$ cat src/verilog/clock_select_pkg.sv
// constants for the clock select and module stop block
`default_nettype none
package clock_select_pkg;

  // register byte addresses on the register bus
  localparam logic [23:0] CLOCK_FREQUENCY_SELECT_OFFS = 24'hff_fdc4;
  localparam logic [23:0] MODULE_STOP_CONTROL_A_OFFS  = 24'hff_fdc8;
  localparam logic [23:0] CLOCK_STATUS_OFFS           = 24'hff_fdcc;

  // field positions in clock_frequency_select
  localparam int SYS_CLK_SEL_LSB    = 8;
  localparam int PERIPH_CLK_SEL_LSB = 4;
  localparam int BUS_CLK_SEL_LSB    = 0;

  // field positions in module_stop_control_a
  localparam int ALL_CLOCK_STOP_ENABLE_BIT = 15;
  localparam int EXT_DMA_STOP_BIT          = 14;
  localparam int TIMER_UNIT_STOP_BIT       = 0;

  // field positions in the status register
  localparam int STAT_ALL_STOP_BIT = 0;
  localparam int STAT_RESERVED_BIT = 1;

  // select codes and the multipliers they give
  localparam logic [2:0] SEL_X4  = 3'h0;
  localparam logic [2:0] SEL_X2  = 3'h1;
  localparam logic [2:0] MULT_X4 = 3'h4;
  localparam logic [2:0] MULT_X2 = 3'h2;

  // reset values
  localparam logic [15:0] CLOCK_FREQUENCY_SELECT_RST = 16'h0010;
  localparam logic [15:0] MODULE_STOP_CONTROL_A_RST  = 16'h0000;

  // module stop bits that have a module behind them
  localparam logic [14:0] STOP_IMPLEMENTED_MASK = 15'h4001;

  // bus responses
  localparam logic [1:0] RESP_OKAY   = 2'h0;
  localparam logic [1:0] RESP_SLVERR = 2'h2;

endpackage : clock_select_pkg
`default_nettype wire

$ cat src/verilog/clock_select_and_module_stop.sv
// clock select and module stop control with an AXI4-Lite register slave
//
// Summary of operation
// - System clock select is bits 10:8; code 000 gives input clock times four.
// - Peripheral clock select is bits 6:4; code 001 gives input clock times two.
// - Bus clock select is bits 2:0; code 000 gives input clock times four.
// - Writing 1 to a module stop bit stops that module; 0 restarts it.
// - Stop bit 14 is the external DMA; bit 0 the timer pulse unit.
//
// The AXI4-Lite interface to the registers was chosen for this implementation.
`timescale 1ns/1ps
`default_nettype none

module clock_select_and_module_stop #(
  parameter int ADDR_W = 24
) (
  input  wire logic              aclk,
  input  wire logic              aresetn,
  input  wire logic [ADDR_W-1:0] s_axi_awaddr,
  input  wire logic              s_axi_awvalid,
  output var  logic              s_axi_awready,
  input  wire logic [31:0]       s_axi_wdata,
  input  wire logic [3:0]        s_axi_wstrb,
  input  wire logic              s_axi_wvalid,
  output var  logic              s_axi_wready,
  output var  logic [1:0]        s_axi_bresp,
  output var  logic              s_axi_bvalid,
  input  wire logic              s_axi_bready,
  input  wire logic [ADDR_W-1:0] s_axi_araddr,
  input  wire logic              s_axi_arvalid,
  output var  logic              s_axi_arready,
  output var  logic [31:0]       s_axi_rdata,
  output var  logic [1:0]        s_axi_rresp,
  output var  logic              s_axi_rvalid,
  input  wire logic              s_axi_rready,
  input  wire logic              cpu_sleep,
  output var  logic [2:0]        sys_clk_mult_q,
  output var  logic [2:0]        periph_clk_mult_q,
  output var  logic [2:0]        bus_clk_mult_q,
  output var  logic [14:0]       module_run_q,
  output var  logic              all_clock_stop_q
);

  logic [15:0]       clk_sel_q;
  logic [15:0]       mstop_q;
  logic              reserved_hit_q;
  logic [ADDR_W-1:0] awaddr_q;
  logic              aw_held_q;
  logic [31:0]       wdata_q;
  logic [3:0]        wstrb_q;
  logic              w_held_q;
  logic              wr_do;
  logic              wr_cs;
  logic              wr_ms;
  logic              wr_st;
  logic              all_off;
  logic [2:0]        new_sys;
  logic [2:0]        new_per;
  logic [2:0]        new_bus;
  logic              sys_ok;
  logic              per_ok;
  logic              bus_ok;

  ////////////////////////////////////////////////////////////////////////////
  // write channel: address and data may arrive in either order
  always_ff @(posedge aclk)
  begin
    if (!aresetn)
    begin
      aw_held_q <= 1'b0;
      awaddr_q  <= '0;
    end
    else if (s_axi_awvalid && s_axi_awready)
    begin
      aw_held_q <= 1'b1;
      awaddr_q  <= s_axi_awaddr;
    end
    else if (wr_do)
    begin
      aw_held_q <= 1'b0;
    end
  end

  always_ff @(posedge aclk)
  begin
    if (!aresetn)
    begin
      w_held_q <= 1'b0;
      wdata_q  <= '0;
      wstrb_q  <= '0;
    end
    else if (s_axi_wvalid && s_axi_wready)
    begin
      w_held_q <= 1'b1;
      wdata_q  <= s_axi_wdata;
      wstrb_q  <= s_axi_wstrb;
    end
    else if (wr_do)
    begin
      w_held_q <= 1'b0;
    end
  end

  // one write under way at a time, so both readies are plain flops
  always_ff @(posedge aclk)
  begin
    if (!aresetn)
    begin
      s_axi_awready <= 1'b0;
      s_axi_wready  <= 1'b0;
    end
    else
    begin
      s_axi_awready <= !(s_axi_awvalid && s_axi_awready) && !aw_held_q
                       && !s_axi_bvalid && !wr_do;
      s_axi_wready  <= !(s_axi_wvalid && s_axi_wready) && !w_held_q
                       && !s_axi_bvalid && !wr_do;
    end
  end

  assign wr_do = aw_held_q && w_held_q && !s_axi_bvalid;
  assign wr_cs = awaddr_q[23:2] ==
                 clock_select_pkg::CLOCK_FREQUENCY_SELECT_OFFS[23:2];
  assign wr_ms = awaddr_q[23:2] ==
                 clock_select_pkg::MODULE_STOP_CONTROL_A_OFFS[23:2];
  assign wr_st = awaddr_q[23:2] ==
                 clock_select_pkg::CLOCK_STATUS_OFFS[23:2];

  // write response; unmapped addresses answer slave error
  always_ff @(posedge aclk)
  begin
    if (!aresetn)
    begin
      s_axi_bvalid <= 1'b0;
      s_axi_bresp  <= clock_select_pkg::RESP_OKAY;
    end
    else if (wr_do)
    begin
      s_axi_bvalid <= 1'b1;
      s_axi_bresp  <= (wr_cs || wr_ms || wr_st) ? clock_select_pkg::RESP_OKAY
                                                : clock_select_pkg::RESP_SLVERR;
    end
    else if (s_axi_bready)
    begin
      s_axi_bvalid <= 1'b0;
    end
  end

  ////////////////////////////////////////////////////////////////////////////
  // clock select fields; a reserved code leaves the field as it was
  assign new_sys = wdata_q[clock_select_pkg::SYS_CLK_SEL_LSB +: 3];
  assign new_per = wdata_q[clock_select_pkg::PERIPH_CLK_SEL_LSB +: 3];
  assign new_bus = wdata_q[clock_select_pkg::BUS_CLK_SEL_LSB +: 3];
  assign sys_ok  = new_sys == clock_select_pkg::SEL_X4 ||
                   new_sys == clock_select_pkg::SEL_X2;
  assign per_ok  = new_per == clock_select_pkg::SEL_X4 ||
                   new_per == clock_select_pkg::SEL_X2;
  assign bus_ok  = new_bus == clock_select_pkg::SEL_X4 ||
                   new_bus == clock_select_pkg::SEL_X2;

  always_ff @(posedge aclk)
  begin
    if (!aresetn)
    begin
      clk_sel_q <= clock_select_pkg::CLOCK_FREQUENCY_SELECT_RST;
    end
    else if (wr_do && wr_cs)
    begin
      if (wstrb_q[1] && sys_ok)
      begin
        clk_sel_q[clock_select_pkg::SYS_CLK_SEL_LSB +: 3] <= new_sys;
      end
      if (wstrb_q[0] && per_ok)
      begin
        clk_sel_q[clock_select_pkg::PERIPH_CLK_SEL_LSB +: 3] <= new_per;
      end
      if (wstrb_q[0] && bus_ok)
      begin
        clk_sel_q[clock_select_pkg::BUS_CLK_SEL_LSB +: 3] <= new_bus;
      end
    end
  end

  // sticky reserved-code flag; write 1 clears, a new hit wins
  always_ff @(posedge aclk)
  begin
    if (!aresetn)
    begin
      reserved_hit_q <= 1'b0;
    end
    else if (wr_do && wr_cs && ((wstrb_q[1] && !sys_ok) ||
             (wstrb_q[0] && !(per_ok && bus_ok))))
    begin
      reserved_hit_q <= 1'b1;
    end
    else if (wr_do && wr_st && wstrb_q[0] &&
             wdata_q[clock_select_pkg::STAT_RESERVED_BIT])
    begin
      reserved_hit_q <= 1'b0;
    end
  end

  // decoded multipliers for the clock generator
  always_ff @(posedge aclk)
  begin
    if (!aresetn)
    begin
      sys_clk_mult_q    <= clock_select_pkg::MULT_X4;
      periph_clk_mult_q <= clock_select_pkg::MULT_X2;
      bus_clk_mult_q    <= clock_select_pkg::MULT_X4;
    end
    else
    begin
      sys_clk_mult_q    <= clk_sel_q[clock_select_pkg::SYS_CLK_SEL_LSB +: 3]
        == clock_select_pkg::SEL_X4 ? clock_select_pkg::MULT_X4
                                    : clock_select_pkg::MULT_X2;
      periph_clk_mult_q <= clk_sel_q[clock_select_pkg::PERIPH_CLK_SEL_LSB +: 3]
        == clock_select_pkg::SEL_X4 ? clock_select_pkg::MULT_X4
                                    : clock_select_pkg::MULT_X2;
      bus_clk_mult_q    <= clk_sel_q[clock_select_pkg::BUS_CLK_SEL_LSB +: 3]
        == clock_select_pkg::SEL_X4 ? clock_select_pkg::MULT_X4
                                    : clock_select_pkg::MULT_X2;
    end
  end

  ////////////////////////////////////////////////////////////////////////////
  // module stop register, byte lanes honoured
  always_ff @(posedge aclk)
  begin
    if (!aresetn)
    begin
      mstop_q <= clock_select_pkg::MODULE_STOP_CONTROL_A_RST;
    end
    else if (wr_do && wr_ms)
    begin
      if (wstrb_q[0])
      begin
        mstop_q[7:0] <= wdata_q[7:0];
      end
      if (wstrb_q[1])
      begin
        mstop_q[15:8] <= wdata_q[15:8];
      end
    end
  end

  // only bits with a module behind them count toward all stopped
  assign all_off = &(mstop_q[14:0] | ~clock_select_pkg::STOP_IMPLEMENTED_MASK);

  // bus and port clocks halt only in sleep; waking clears the stop on the next edge, module runs return one edge later
  always_ff @(posedge aclk)
  begin
    if (!aresetn)
    begin
      all_clock_stop_q <= 1'b0;
    end
    else
    begin
      all_clock_stop_q <= mstop_q[clock_select_pkg::ALL_CLOCK_STOP_ENABLE_BIT]
                          && cpu_sleep && all_off;
    end
  end

  // per-module clock enables
  genvar gi;
  generate
    for (gi = 0; gi < 15; gi++)
    begin : g_run
      always_ff @(posedge aclk)
      begin
        if (!aresetn)
        begin
          module_run_q[gi] <= 1'b1;
        end
        else
        begin
          module_run_q[gi] <= !mstop_q[gi] && !all_clock_stop_q;
        end
      end
    end
  endgenerate

  ////////////////////////////////////////////////////////////////////////////
  // read channel: answer one cycle after the address is taken
  always_ff @(posedge aclk)
  begin
    if (!aresetn)
    begin
      s_axi_arready <= 1'b0;
      s_axi_rvalid  <= 1'b0;
      s_axi_rdata   <= '0;
      s_axi_rresp   <= clock_select_pkg::RESP_OKAY;
    end
    else if (s_axi_arvalid && s_axi_arready)
    begin
      s_axi_arready <= 1'b0;
      s_axi_rvalid  <= 1'b1;
      s_axi_rresp   <= clock_select_pkg::RESP_OKAY;
      if (s_axi_araddr[23:2] ==
          clock_select_pkg::CLOCK_FREQUENCY_SELECT_OFFS[23:2])
      begin
        s_axi_rdata <= {16'h0000, clk_sel_q};
      end
      else if (s_axi_araddr[23:2] ==
               clock_select_pkg::MODULE_STOP_CONTROL_A_OFFS[23:2])
      begin
        s_axi_rdata <= {16'h0000, mstop_q};
      end
      else if (s_axi_araddr[23:2] ==
               clock_select_pkg::CLOCK_STATUS_OFFS[23:2])
      begin
        s_axi_rdata <= {30'h0000_0000, reserved_hit_q, all_clock_stop_q};
      end
      else
      begin
        s_axi_rdata <= '0;
        s_axi_rresp <= clock_select_pkg::RESP_SLVERR;
      end
    end
    else if (s_axi_rvalid)
    begin
      s_axi_rvalid  <= !s_axi_rready;
      s_axi_arready <= 1'b0;
    end
    else
    begin
      s_axi_arready <= 1'b1;
    end
  end

  ////////////////////////////////////////////////////////////////////////////
  // checks
  sys_select_a: assert property (@(posedge aclk) disable iff (!aresetn)
    wr_do && wr_cs && wstrb_q[1] && new_sys == clock_select_pkg::SEL_X4
    |-> ##2 sys_clk_mult_q == clock_select_pkg::MULT_X4)
    else $error("system clock multiplier not four after code 000");

  periph_select_a: assert property (@(posedge aclk) disable iff (!aresetn)
    wr_do && wr_cs && wstrb_q[0] && new_per == clock_select_pkg::SEL_X2
    && bus_ok |-> ##2 periph_clk_mult_q == clock_select_pkg::MULT_X2)
    else $error("peripheral clock multiplier not two after code 001");

  bus_select_a: assert property (@(posedge aclk) disable iff (!aresetn)
    wr_do && wr_cs && wstrb_q[0] && new_bus == clock_select_pkg::SEL_X4
    && per_ok |-> ##2 bus_clk_mult_q == clock_select_pkg::MULT_X4)
    else $error("bus clock multiplier not four after code 000");

  stop_write_a: assert property (@(posedge aclk) disable iff (!aresetn)
    wr_do && wr_ms && wstrb_q[0] && wdata_q[clock_select_pkg::TIMER_UNIT_STOP_BIT]
    |-> ##2 !module_run_q[clock_select_pkg::TIMER_UNIT_STOP_BIT])
    else $error("timer unit still running after stop write");

  dma_stop_a: assert property (@(posedge aclk) disable iff (!aresetn)
    ##1 module_run_q[clock_select_pkg::EXT_DMA_STOP_BIT]
    |-> !$past(mstop_q[clock_select_pkg::EXT_DMA_STOP_BIT]))
    else $error("external dma running while its stop bit was set");

  all_stop_a: assert property (@(posedge aclk) disable iff (!aresetn)
    $rose(all_clock_stop_q) |-> $past(cpu_sleep && all_off &&
      mstop_q[clock_select_pkg::ALL_CLOCK_STOP_ENABLE_BIT]))
    else $error("all-module stop without enable, sleep and modules off");

  reserved_code_a: assert property (@(posedge aclk) disable iff (!aresetn)
    wr_do && wr_cs && !sys_ok
    |=> $stable(clk_sel_q[clock_select_pkg::SYS_CLK_SEL_LSB +: 3]))
    else $error("reserved system clock code was taken");

endmodule : clock_select_and_module_stop

`default_nettype wire

$ cat config.mk
export PLATFORM = sky130hd
export DESIGN_NAME = clock_select_and_module_stop
export DESIGN_NICKNAME = d
export VERILOG_FILES = /design/src/verilog/clock_select_pkg.sv /design/src/verilog/clock_select_and_module_stop.sv
export SDC_FILE = /design/constraint.sdc
export NUM_CORES = 1
export LEC_CHECK = 0
export ABC_AREA = 1
export BUFFER_PORTS_ARGS = -buffer_cell sky130_fd_sc_hd__buf_4
export CELL_PAD_IN_SITES_DETAIL_PLACEMENT = 1
export CELL_PAD_IN_SITES_GLOBAL_PLACEMENT = 1
export CORE_UTILIZATION = 38
export DETAILED_ROUTE_END_ITERATION = 6
export GPL_TIMING_DRIVEN = 0
export PLACE_DENSITY_LB_ADDON = 0.1
export SLEW_MARGIN = 20
export SYNTH_ARGS = -nofsm -noshare
export SYNTH_HDL_FRONTEND = slang
export SYNTH_SLANG_ARGS = --single-unit
export TNS_END_PERCENT = 50
$ cat constraint.sdc
create_clock -name aclk -period 4.5 [get_ports aclk]
set_clock_uncertainty 0.2 [all_clocks]
set_input_delay 0.225 -clock aclk [delete_from_list [all_inputs] [get_ports aclk]]
set_output_delay 0.225 -clock aclk [all_outputs]
set_load 0.005 [all_outputs]
==> key figures <==
CTS
  • Longest Clk Path Bufs: 2
  • Number of buffers inserted during clock tree synthesis: 17
  • Worst skew pair latency: 420 ps
  • H-tree depth: 4
  • Clk root buf: clkbuf_16
  • Post-CTS resize count: 0
  • CTS tree: yes
  • # Post-CTS Setup Buffers: 0
  • Clock sink count: 113
  • Reg clk slew, reported paths: 50 ps
  • # hold bufs at CTS: 47

Place
  • GPL Wtd Cong: 0.7886
  • Dpl cell area: 0.005667 sq mm
  • HPWL Detailed: 10010 microns
  • Post-Place Cells: 879
  • I/O Buffers: 113

Routing
  • Drt first pass iters: 7
  • Vias per cell: 4.742
  • Starting DRT DRC Count: 191
  • Residual DRC: 14
  • Wire length per cell: 14.95 microns
  • Remaining antenna violation count: 0
  • Routed vias: 4538
  • Final wirelength: 14310 microns

Synthesis
  • Cell variety after synth: 34
  • Compound-Gate Fraction of Synth Area: 11.65%
  • Number of flops mapped to enable cells by yosys: 0
  • Synth top area share: 49.56%
  • Multiplexer share of the synthesized area: 0%
  • Post-Synth Adder-Cell Area: 0%
  • Top-count cell post-synth: nor2_1
  • Synthesis Warnings: 0
  • Cells after Synth: 603
  • Sequential share of the synthesized area: 49.56%
  • Async SR Flop Fraction: 0%
  • Top cells by count, synth: nor2_1 (126), dfxtp_1 (113), nand2_1 (95)
  • Register bit total from synthesis: 113
  • Top cells by area, synth: dfxtp_1 (50%), nor2_1 (10%), nand2_1 (7.8%), o21ai_0 (6.1%), inv_1 (4.4%)
  • XOR/XNOR share of the synthesized area: 0%
  • Largest family of logic cells by synthesized area: simple AND/OR/NAND/NOR gates
  • Ys flop type: dfxtp_1
  • Syn Area/Cell: 7.569 sq um
  • Post-synthesis simple-gate area fraction: 27.85%
  • Synth Cell Area: 0.004564 sq mm
  • Area leader, netlist: dfxtp_1

Critical path
  • Kind of critical path: input port to register
  • Worst Path Required: 4660 ps
  • Slowest stage delay, CP: 570 ps
  • Critical Path AT: 2400 ps
  • CP most frequent cell: dlygate4sd3_1
  • CP delay by family, top: buffers and inverters
  • Crit-path max FO: 10
  • Worst setup EP type: register
  • Cell Chain, Critical Path: dlygate4sd3_1, buf_2, buf_1, nand2_1, o22ai_1, dlygate4sd3_1
  • CP max-delay cell: dlygate4sd3_1
  • CP startpoint kind: input port
  • Worst path bufs/invs: 4

Floorplanning
  • Die boundary height: 111.6 microns
  • Io pins: 158
  • Die width: 111.6 microns
  • Core outline area: 0.01156 sq mm
  • Cell row count: 39
  • Die Footprint: 0.01245 sq mm
  • Initial Util: 39.47%

Timing
  • Final hold vios: 0
  • Finish-stage setup viols: 0
  • Slew Limit Fails: 0
  • Fin crit period: 2246 ps
  • Fin crit share: 49.92%
  • Final setup TNS: 0 ps
  • Peak Freq: 445.2 MHz
  • Max transition margin: 57.17%
  • Hold slack: 76.56 ps
  • Slew @ Worst Pin: 642.4 ps
  • Unrepaired setup endpoints after global routing: false

Hold path
  • HP Class: input port to register

Finish
  • Non-filler cells, final: 957
  • Layout cells sized above 1: 24.32%
  • Synth-to-Final Area Change: 48.22%
  • Final nets: 894
  • Inserted Diodes: 0
  • Post-route cell area: 0.006765 sq mm
  • Filler cells: 1397

Run status
  • Status: complete, but fails checks
  • Failing checks: design-rule violations

Global route
  • Initial antenna violation count: 0
  • Total track usage: 24.35%
  • Largest net degree at the start of global routing: 17
  • First-pass GRT wire length: 23320 microns
  • Number of global-route vias before repair: 4837
  • Overflow after GRT: 0

Power and ir drop
  • Max IR drop VDD: 0.0002879 V
  • Leak: 3.039 nW
  • Pwr Density: 400.0 mW/mm^2

Run
  • Max Cap Violations: 0
[layout make-up]
type	instances	area (sq um)	area share [%]
inverters	60	226.5	3.348
plain buffers	44	269.0	3.976
repair buffers	160	1319	19.49
clock buffers	21	470.5	6.954
multi-input cells	406	1882	27.82
clock inverters	10	157.7	2.330
well taps	143	178.9	2.645
flip-flops and latches	113	2262	33.44
[flip-flops by register name (all words and copies together), names as in the netlist, 2 cells and up]
register,count
s_axi_rdata,16
wstrb_q,2
sys_clk_mult_q,2
bus_clk_mult_q,2
clk_sel_q,9
periph_clk_mult_q,2
mstop_q,16
awaddr_q,22
wdata_q,16
module_run_q,15
[worst min-delay path: stages]
cell	delay [ps]
buf_4	90
nand3b_1	100
nor2_1	70
nand3_1	80
a31oi_1	70
[power by group]
part | switching, W | leakage [nW] | internal, W
clock | 0.000458 | 0.301 | 0.000962
combinational | 0.000110 | 1.82 | 0.000116
sequential | 0.0000236 | 0.919 | 0.00104
[routing by layer]
layer / vias to the layer above / global-route usage, % / share of wire [%]
li1: 2271 / - / -
met1: 2118 / 26.19 / 40
met2: 125 / 45.83 / 52
met3: 24 / 5.335 / 5.1
met4: 0 / 10.09 / 2.0
met5: - / 0 / 0
[cell families after synthesis]
| logic type | after synthesis |
|---|---|
| flip-flops | 113 |
| buffers and inverters | 104 |
| other | 1 |
| AND/OR/NAND/NOR | 280 |
| AO/OA/AOI/OAI | 105 |
[cells in the final DEF, fill, tap and decap left out, types with 2 or more instances in the layout]
| cell type | netlist | layout |
|---|---|---|
| nand3b_1 | 2 | 2 |
| nor2_2 | 4 | 4 |
| clkbuf_16 | 0 | 17 |
| dfxtp_1 | 113 | 113 |
| clkbuf_8 | 0 | 3 |
| nand3_1 | 17 | 17 |
| o21ai_1 | 31 | 31 |
| inv_2 | 4 | 4 |
| buf_6 | 3 | 3 |
| nand4_1 | 8 | 8 |
| dlygate4sd3_1 | 0 | 47 |
| clkbuf_1 | 17 | 18 |
| bufinv_16 | 0 | 4 |
| o21ai_0 | 56 | 56 |
| or2_2 | 2 | 2 |
| buf_4 | 21 | 134 |
| nand2_2 | 7 | 7 |
| a31oi_1 | 2 | 2 |
| clkinv_1 | 2 | 2 |
| nor3_1 | 5 | 5 |
| nor2_4 | 3 | 3 |
| nor4_1 | 3 | 3 |
| nand4_4 | 2 | 2 |
| clkinvlp_4 | 0 | 3 |
| clkinv_2 | 1 | 4 |
| nand2_1 | 95 | 95 |
| buf_2 | 2 | 2 |
| nor2_8 | 2 | 2 |
| nor2_1 | 126 | 126 |
| conb_1 | 1 | 21 |
| inv_1 | 53 | 53 |
| a21oi_1 | 14 | 14 |
[final timing paths]
path                   startpoint        endpoint  slack, ps  depth (start not counted)
setup / recovery          aresetn    s_axi_rvalid       2250                          6
hold / removal    s_axi_araddr[3]  s_axi_rdata[4]         80                          5
setup reg to reg      awaddr_q[4]      mstop_q[7]       2740                          9
hold reg to reg     clk_sel_q[10]   clk_sel_q[10]        240                          2
[per-stage QoR]
stage                     util, %  setup slack [ps]  total power [W]
after floorplan                 -              3026         0.001178
after global placement      49.00              2759         0.001262
after detailed placement    49.00              2760         0.001270
after CTS                   58.50              2303         0.002717
after global routing        58.50              2145         0.002792
final                       58.50              2254         0.002706
Power figures use the tool's default switching activity.
